--- config.mk ---
export PLATFORM = sky130hd
export DESIGN_NAME = fpwp_ctrl
export DESIGN_NICKNAME = d
export VERILOG_FILES = /design/src/hw/fpwp_page_check.v /design/src/hw/fpwp_ctrl.v
export VERILOG_INCLUDE_DIRS = /design/src /design/src/hw
export SDC_FILE = /design/constraint.sdc
export NUM_CORES = 1
export LEC_CHECK = 0
export BUFFER_PORTS_ARGS = -buffer_cell sky130_fd_sc_hd__buf_2
export CAP_MARGIN = 20
export CELL_PAD_IN_SITES_DETAIL_PLACEMENT = 0
export CELL_PAD_IN_SITES_GLOBAL_PLACEMENT = 1
export CORE_MARGIN = 2
export CORE_UTILIZATION = 30
export DETAILED_ROUTE_END_ITERATION = 6
export PLACE_DENSITY_LB_ADDON = 0.12
export SKIP_LAST_GASP = 1
export SLEW_MARGIN = 20
export SYNTH_ARGS = -nofsm -noshare
export SYNTH_HDL_FRONTEND = slang
export SYNTH_SLANG_ARGS = --single-unit
--- constraint.sdc ---
create_clock -name mclk_i -period 4.91 [get_ports mclk_i]
set_clock_uncertainty 0.05 [all_clocks]
set_input_delay 0.2455 -clock mclk_i [delete_from_list [all_inputs] [get_ports mclk_i]]
set_output_delay 0.2455 -clock mclk_i [all_outputs]
set_load 0.02 [all_outputs]
--- src/hw/fpwp_map.vh ---
/*
 Register offsets, field positions, reset values and key words of the
 program-flash page write-protect block. Definitions only; included by
 the design files by bare name.
*/
`ifndef FPWP_MAP_VH
`define FPWP_MAP_VH

// register byte offsets on the plain register port
`define FPWP_OFS_PROTECT   8'h00
`define FPWP_OFS_KEY       8'h04
`define FPWP_OFS_STATUS    8'h08
`define FPWP_OFS_FAULT     8'h0C

// protect register layout
`define FPWP_UNLOCK_BIT    31
`define FPWP_FIELD_MSB     23
`define FPWP_PAGE_LSB      14
`define FPWP_FIELD_W       10
`define FPWP_FLASH_REGION  8'h1D

// reset values
`define FPWP_RST_UNLOCK    1'b1
`define FPWP_RST_FIELD     10'h000

// status register layout
`define FPWP_ST_ERR_BIT    0
`define FPWP_ST_OPEN_BIT   1
`define FPWP_ST_ERASE_BIT  2

// key words of the unlock sequence; values are arbitrary
`define FPWP_KEY_FIRST     32'h0F1E2D3C
`define FPWP_KEY_SECOND    32'hC3D2E1F0

`endif

--- src/hw/fpwp_page_check.v ---
/*
 Page comparator: tells whether a physical address falls in a protected
 program-flash page. Purely combinational; the caller registers the result.
 Assumes the page field and page offset together span address bits 23:0.
*/
`timescale 1ns/1ps
`include "fpwp_map.vh"

module fpwp_page_check
#(
    parameter FIELD_W  = `FPWP_FIELD_W,
    parameter PAGE_LSB = `FPWP_PAGE_LSB
)
(
    input  wire [FIELD_W-1:0] boundary_i,
    input  wire [31:0]        addr_i,
    output wire               protected_o
);

    wire               in_flash;
    wire [FIELD_W-1:0] page;
    wire               enabled;

    assign in_flash = (addr_i[31:24] == `FPWP_FLASH_REGION);
    assign page     = addr_i[PAGE_LSB+FIELD_W-1:PAGE_LSB];
    assign enabled  = (boundary_i != {FIELD_W{1'b0}});
    assign protected_o = enabled && in_flash && (page <= boundary_i);

endmodule

--- src/hw/fpwp_ctrl.v ---
/*
 Program-flash page write-protect control. Holds the protect register with
 its one-way unlock bit, the key unlock sequence that gates updates to it,
 and the filter that refuses program and erase commands aimed at protected
 pages. Assumes one clock, a single-cycle register port with read data in
 the following cycle, and a flash controller that issues one-cycle requests.
*/
// The register addresses and the plain strobed port were chosen for this implementation.
// What this block does
// - bit 31 high lets register change
// - bit 31 low freezes the register
// - software only clears bit 31; reset sets
// - bits 30 to 24 read zero
// - protect flash at and below boundary with top byte
// - zero boundary means no protection
// - whole boundary page and lower protected
// - updates only right after key sequence
`timescale 1ns/1ps
`include "fpwp_map.vh"

module fpwp_ctrl
#(
    parameter        FIELD_W    = `FPWP_FIELD_W,
    parameter        PAGE_LSB   = `FPWP_PAGE_LSB,
    parameter [31:0] KEY_FIRST  = `FPWP_KEY_FIRST,
    parameter [31:0] KEY_SECOND = `FPWP_KEY_SECOND
)
(
    input  wire        mclk_i,
    input  wire        reset_n_i,
    input  wire [7:0]  reg_addr_i,
    input  wire [31:0] reg_wdata_i,
    input  wire        reg_wr_i,
    input  wire        reg_rd_i,
    output reg  [31:0] reg_rdata_o,
    input  wire        flash_req_i,
    input  wire        flash_erase_i,
    input  wire [31:0] flash_addr_i,
    output reg         flash_go_o,
    output reg         flash_refuse_o
);

    // unlock sequence states
    localparam [2:0] ST_IDLE = 3'b001;
    localparam [2:0] ST_HALF = 3'b010;
    localparam [2:0] ST_OPEN = 3'b100;

    reg  [2:0]         state;
    reg  [2:0]         next_state;
    reg                unlock_bit;
    reg  [FIELD_W-1:0] boundary;
    reg                err_flag;
    reg                err_erase;
    reg  [31:0]        fault_addr;
    reg  [31:0]        next_rdata;

    wire               wr_protect;
    wire               wr_key;
    wire               wr_status;
    wire               first_key;
    wire               second_key;
    wire               take_update;
    wire               req_protected;
    wire               refuse_now;
    wire               clear_err;
    wire [31:0]        protect_word;
    wire [31:0]        status_word;

    function sel;
        input [7:0] addr;
        input [7:0] ofs;
        begin
            sel = (addr == ofs);
        end
    endfunction

    assign wr_protect = reg_wr_i && sel(reg_addr_i, `FPWP_OFS_PROTECT);
    assign wr_key     = reg_wr_i && sel(reg_addr_i, `FPWP_OFS_KEY);
    assign wr_status  = reg_wr_i && sel(reg_addr_i, `FPWP_OFS_STATUS);
    assign first_key  = wr_key && (reg_wdata_i == KEY_FIRST);
    assign second_key = wr_key && (reg_wdata_i == KEY_SECOND);

    always @*
    begin
        next_state = state;
        if (reg_wr_i)
        begin
            case (state)
                ST_IDLE:
                begin
                    next_state = first_key ? ST_HALF : ST_IDLE;
                end
                ST_HALF:
                begin
                    if (second_key)
                    begin
                        next_state = ST_OPEN;
                    end
                    else
                    begin
                        next_state = first_key ? ST_HALF : ST_IDLE;
                    end
                end
                ST_OPEN:
                begin
                    // the open window lasts for exactly one write of any kind
                    next_state = first_key ? ST_HALF : ST_IDLE;
                end
                default:
                begin
                    next_state = ST_IDLE;
                end
            endcase
        end
    end

    always @(posedge mclk_i or negedge reset_n_i)
    begin
        if (!reset_n_i)
        begin
            state <= ST_IDLE;
        end
        else
        begin
            state <= next_state;
        end
    end

    assign take_update = wr_protect && (state == ST_OPEN) && unlock_bit;

    always @(posedge mclk_i or negedge reset_n_i)
    begin
        if (!reset_n_i)
        begin
            unlock_bit <= `FPWP_RST_UNLOCK;
            boundary   <= `FPWP_RST_FIELD;
        end
        else if (take_update)
        begin
            unlock_bit <= unlock_bit & reg_wdata_i[`FPWP_UNLOCK_BIT];
            boundary   <= reg_wdata_i[`FPWP_FIELD_MSB:PAGE_LSB];
        end
    end

    assign protect_word = {unlock_bit, 7'h00, boundary, {PAGE_LSB{1'b0}}};

    fpwp_page_check
    #(
        .FIELD_W  (FIELD_W),
        .PAGE_LSB (PAGE_LSB)
    )
    u_page_check
    (
        .boundary_i  (boundary),
        .addr_i      (flash_addr_i),
        .protected_o (req_protected)
    );

    assign refuse_now = flash_req_i && req_protected;
    assign clear_err  = wr_status && reg_wdata_i[`FPWP_ST_ERR_BIT];

    always @(posedge mclk_i or negedge reset_n_i)
    begin
        if (!reset_n_i)
        begin
            flash_go_o     <= 1'b0;
            flash_refuse_o <= 1'b0;
        end
        else
        begin
            flash_go_o     <= flash_req_i && !req_protected;
            flash_refuse_o <= refuse_now;
        end
    end

    always @(posedge mclk_i or negedge reset_n_i)
    begin
        if (!reset_n_i)
        begin
            err_flag   <= 1'b0;
            err_erase  <= 1'b0;
            fault_addr <= 32'h00000000;
        end
        else if (refuse_now)
        begin
            err_flag   <= 1'b1;
            err_erase  <= flash_erase_i;
            fault_addr <= flash_addr_i;
        end
        else if (clear_err)
        begin
            err_flag <= 1'b0;
        end
    end

    assign status_word = {29'h00000000, err_erase, (state == ST_OPEN), err_flag};

    // read data stand only in the cycle after the strobe; unmapped reads give zero
    always @*
    begin
        next_rdata = 32'h00000000;
        if (reg_rd_i)
        begin
            case (reg_addr_i)
                `FPWP_OFS_PROTECT:
                begin
                    next_rdata = protect_word;
                end
                `FPWP_OFS_STATUS:
                begin
                    next_rdata = status_word;
                end
                `FPWP_OFS_FAULT:
                begin
                    next_rdata = fault_addr;
                end
                default:
                begin
                    next_rdata = 32'h00000000;
                end
            endcase
        end
    end

    always @(posedge mclk_i or negedge reset_n_i)
    begin
        if (!reset_n_i)
        begin
            reg_rdata_o <= 32'h00000000;
        end
        else
        begin
            reg_rdata_o <= next_rdata;
        end
    end

endmodule

# Word-level counts from Yosys, hierarchy flattened
# Cells that the tools add are included.
# word_totals
reg_bits	82
# classes
eq_ne	9
n_lt_le_gt_ge	1
n_reduce_logical	17
bitwise	1
mux	7
# op_table
operator	count
$pmux 32 s3	1
$eq 32x28->1 const B	1
$eq 32x32->1 const B	1
$mux 32	1
$eq 8x4->1 const B	2
$logic_and 1x1->1	12
$le 10x10->1	1
$reduce_bool 10->1	1
$eq 8x3->1 const B	1
$eq 8x5->1 const B	1
$logic_not 8->1	1
$pmux 3 s2	1
$eq 3x1->1 const B	1
$eq 3x2->1 const B	1
$eq 3x3->1 const B	1
$mux 3	1
$mux 1	2
$mux 2	1
$reduce_bool 2->1	1
$reduce_or 2->1	1
$and 1x1->1	1
$logic_not 1->1	1

# Logic depth before layout (Yosys ltp)
# depth
ltp_word	6
ltp_mapped	8
mapped_depth_nobuf	7

# By module
# A second synthesis with hierarchy kept.
# hier_totals
hier_cells	271
area_unflattened_um2	3568.4
# modules_own_cells
module	n_inst	cells_per_inst	area_each_um2
fpwp_ctrl	1	229	3264.4
fpwp_page_check	1	42	304.0

# Worst setup path before layout
# No wires, ideal clock.
# synth_path
path_kind	reg-to-reg
start	register boundary[6]
end	register fault_addr[10]
path_buffers	1
required_time_ns	4.735
setup_time_ns	0.125
arrival_ns	2.048
stages_incl_launch_ff	9
synth_period_minus_slack_ns	2.223
setup_slack_ns	2.687
path_cell_list	dfrtp_1 > inv_1 > ha_1 > nand3_1 > a2111oi_4 > a2111oi_4 > o211ai_4 > buf_6 > mux2_4
# synth_via
elab_chain_len	4
elab_cells_between_ends	5
cone_classes	order compare: 1; reduce/logical: 4
# synth_lines
item	line	rtl
start, declared	fpwp_ctrl.v:51	reg [FIELD_W-1:0] boundary;
start signal, assigned	fpwp_ctrl.v:136	boundary <= `FPWP_RST_FIELD;
start signal, assigned	fpwp_ctrl.v:141	boundary <= reg_wdata_i[`FPWP_FIELD_MSB:PAGE_LSB];
parallel branches: the longest is 2 deep, another holds $le 10x10->1	n/a	
$logic_and 1x1->1 (*)	fpwp_page_check.v:27	assign protected_o = enabled && in_flash && (page <= boundary_i);
$logic_and 1x1->1 (*)	fpwp_ctrl.v:159	assign refuse_now = flash_req_i && req_protected;
end signal, assigned	fpwp_ctrl.v:188	fault_addr <= flash_addr_i;
end, declared	fpwp_ctrl.v:54	reg [31:0] fault_addr;
# Mark *: on every way between the ends.
# A chain may end at the register's enable or synchronous reset.

# Final worst setup path
# layout_path
start	register boundary[6]
end	register fault_addr[1]
# Same word-level chain as after synthesis.

==> summary.md <==
| Metric | Value |
|---|---|
| Avg WL per Cell | `15.3 µm` |
| Bufs and invs on worst path | `2` |
| Clock Path Buffers | `2` |
| Synth warn | `0` |
| Critical Path Source Type | `register` |
| Yosys top cell by area | `dfrtp_1` |
| CP arrival | `3180 ps` |
| Syn Inst Count | `285` |
| Worst-Margin Slew | `832 ps` |
| Final-report max-slew violation count | `0` |
| Levels on crit path | `8` |
| Ant diodes | `0` |
| Kind of critical path | `reg2reg` |
| Post-synth EDFFs | `0` |
| GPL Wtd Cong | `0.743` |
| Synth area leaders | `dfrtp_1 56%, mux2_4 8.7%, and2_1 4.0%` |
| Area grow syn2layout | `28.2%` |
| Clock sink count | `82` |
| Ports | `112` |
| Max incr delay on CP | `700 ps` |
| Routed Wire Length | `8.47 mm` |
| Async S/R FF share, synth | `100%` |
| Vias in the first global route | `2627` |
| Residual DRC | `0` |
| Top FF cell, synth | `dfrtp_1` |
| Net Count, Synth | `373` |
| Power share of the sequential group | `47.3%` |
| Largest net degree at the start of global routing | `64` |
| Min cycle time layout | `3010 ps` |
| Combinational Power Share | `6.4%` |
| Slowest cell on crit path | `o211ai_4` |
| Port buffer count | `111` |
| Internal Pwr Total | `0.00115 W` |
| H-tree depth | `3` |
| Fillers | `1156` |
| Clk slew on worst S/H paths | `60 ps` |
| Die width | `114 µm` |
| Post-route cell area | `4620 µm²` |
| RSZ-0062 raised after global routing | `false` |
| Max Cap Viol | `0` |
| Multi-input logic area | `1450 µm²` |
| DR vias | `2541` |
| Maximum clock rate | `0.332 GHz` |
| Num CTS Buffers | `9` |
| Crit share post-route | `61.4%` |
| Starting density of the core | `30.4%` |
| Pleak | `2.45 nW` |
| Global-route wire length before repair | `13.6 mm` |
| Synth top area share | `55.5%` |
| CORE AREA | `11900 µm²` |
| Rel. slew slack | `44.3%` |
| Crit end category | `register` |
| Drt first pass iters | `4` |
| Syn avg cell area | `12.7 µm²` |
| Worst reg2reg path depth | `8` |
| CTS tree | `done` |
| Sequential area share after synthesis | `57.0%` |
| Register Area | `2050 µm²` |
| Hold WC Path Type | `in2reg` |
| FF+latch count, synth | `82` |
| Sw frac | `22.2%` |
| Die height | `114 µm` |
| # rows | `40` |
| Fin. Hold Viols | `0` |
| Post-Syn Area | `3610 µm²` |
| Status | `complete, no violations` |
| Setup TNS | `0 ps` |
| DPL Wire Length | `6.39 mm` |
| Critical path peak fanout | `20` |
| Top cell family by delay on the critical path | `compound AO/OA/AOI/OAI gates` |
| Clk_lat worst skew | `330 ps` |
| Fin nets | `488` |
| Post-route ant nets | `0` |
| Congestion Overflow GR | `0` |
| Maximum VDD drop | `0.170 mV` |
| Hold path depth | `2` |
| Count of final setup violators | `0` |
| PD cells | `318 nW/µm²` |
| Most numerous cell on the critical path | `a2111oi_4` |
| Vias per cell | `4.60` |
| Starting DRT DRC Count | `128` |
| Antenna violations before repair | `0` |
| Share of post-route cells with drive strength above 1 | `40.5%` |
| Critical-path cell list | `inv_1 > ha_1 > nand3_1 > a2111oi_4 > a2111oi_4 > o211ai_4 > buf_4 > mux2_2` |
| Post-Place Cell Area | `4300 µm²` |
| All-Layer GR Usage | `13.8%` |
| Die area | `12900 µm²` |
| Unique masters post-synth | `43` |
| Req. time, crit path | `5080 ps` |
| Clock power frac | `46.3%` |
| Net Switching | `0.000327 W` |
| Root buffer cell | `clkbuf_16` |
==> power by group through the flow <==
stage,clock network (W),registers (W),logic [W]
finish,0.000682,0.000696,0.0000946
global route,0.000729,0.000697,0.000107
CTS,0.000697,0.000696,0.0000982
detailed placement,0,0.000708,0.0000972
global placement,0,0.000709,0.0000957
floorplan,0,0.000707,0.0000361
==> what timing repair did <==
| item | 4_1_cts | 5_1_grt |
|---|---|---|
| hold buffers | 1 | 0 |
| resized for setup | 0 | 0 |
| hold endpoints to repair | 19 | 0 |
| buffers inserted | 0 | 0 |
==> cell type report <==
type                       instances  share of cell area [%]
timing repair buffer             114                    12.6
clock inverter                     6                    1.43
multi-input combinational        180                    31.3
tap                              147                    3.98
clock buffer                      10                    5.17
sequential                        82                    44.4
inverter                          13                    1.06
==> through the flow <==
| step | setup WS [ps] | total power, W | std cells | util (%) | hold WS, ps |
|---|---|---|---|---|---|
| after global placement | 1990 | 0.000804 | 535 | 36.3 | 91.5 |
| after detailed placement | 1870 | 0.000806 | 535 | 36.3 | 89.6 |
| after floorplan | 2690 | 0.000743 | 285 | - | -100 |
| after global routing | 1740 | 0.00153 | 552 | 39.0 | 86.0 |
| final | 1900 | 0.00147 | 552 | 39.0 | 91.5 |
| after CTS | 1860 | 0.00149 | 552 | 38.9 | 84.8 |
==> routing by layer <==
layer  track usage [%]  part of all wire, %  vias up
met5                 0                    0        -
met4              6.34                  1.5        0
met3              2.55                  5.4       11
met2              21.4                   46       81
met1              19.0                   47     1216
li1                  -                    -     1233
==> cells by family (layout without fill, tap and decap cells) <==
family	Yosys count	after routing	share of synthesized area, %
AOI/OAI and AO/OA	38	38	9.06
xor gates and xnor gates	1	1	0.243
adders and majority gates	10	10	3.47
buffers and inverters	23	143	3.05
DFF	82	82	57.0
muxes	28	28	10.9
and+or+nand+nor	103	103	16.3
==> final timing paths <==
check | startpoint | end | slack [ps]
hold reg to reg | fault_addr[27]$_DFFE_PN0P_ | fault_addr[27]$_DFFE_PN0P_ | 410
hold / removal | flash_addr_i[6] | fault_addr[6]$_DFFE_PN0P_ | 90
min in group asynchronous | reset_n_i | reg_rdata_o[16]$_DFF_PN0_ | 280
setup reg to reg | boundary[6]$_DFFE_PN0P_ | fault_addr[1]$_DFFE_PN0P_ | 1900
setup / recovery | boundary[6]$_DFFE_PN0P_ | fault_addr[1]$_DFFE_PN0P_ | 1900
max in group asynchronous | reset_n_i | boundary[7]$_DFFE_PN0P_ | 3480
==> flip-flops by register name, summed over array words and instances, names as in the netlist <==
signal,cells
fault_addr,32
reg_rdata_o,32
boundary,10
state,3
err_erase,1
err_flag,1
flash_go_o,1
flash_refuse_o,1
unlock_bit,1
==> layout by cell type, fill, tap and decap left out, types with 2 or more instances in the layout <==
| master | count |
|---|---|
| buf_2 | 110 |
| dfrtp_1 | 80 |
| and2_1 | 23 |
| nor2_1 | 22 |
| mux2_4 | 21 |
| nand2_1 | 18 |
| inv_1 | 13 |
| a22oi_1 | 10 |
| ha_1 | 10 |
| nor4bb_1 | 9 |
| o21ai_0 | 9 |
| clkbuf_16 | 9 |
| nand2b_1 | 5 |
| nand4_1 | 5 |
| mux2_2 | 5 |
| nand3_1 | 4 |
| a21oi_1 | 4 |
| and3_1 | 3 |
| nor2b_1 | 3 |
| nor4_1 | 3 |
| nor4b_1 | 3 |
| clkinv_4 | 3 |
| buf_4 | 3 |
| mux2i_1 | 2 |
| a2111oi_4 | 2 |
| o32ai_1 | 2 |
| clkinv_2 | 2 |
| dfstp_2 | 2 |
==> synthesized netlist by cell type (all sizes together) (2+ instances only) <==
library cell	instances
a2111oi	2
nand2b	5
nor4	3
mux2i	2
and3	3
ha	10
dfrtp	80
nor4bb	9
dfstp	2
nor4b	3
nand3	4
nor2	22
nor2b	3
a22oi	10
o21ai	10
a21oi	4
buf	4
and2	23
inv	13
nand4	5
o32ai	2
mux2	26
nand2	18
a211oi	2
clkbuf	6
Power figures use the tool's default switching activity.
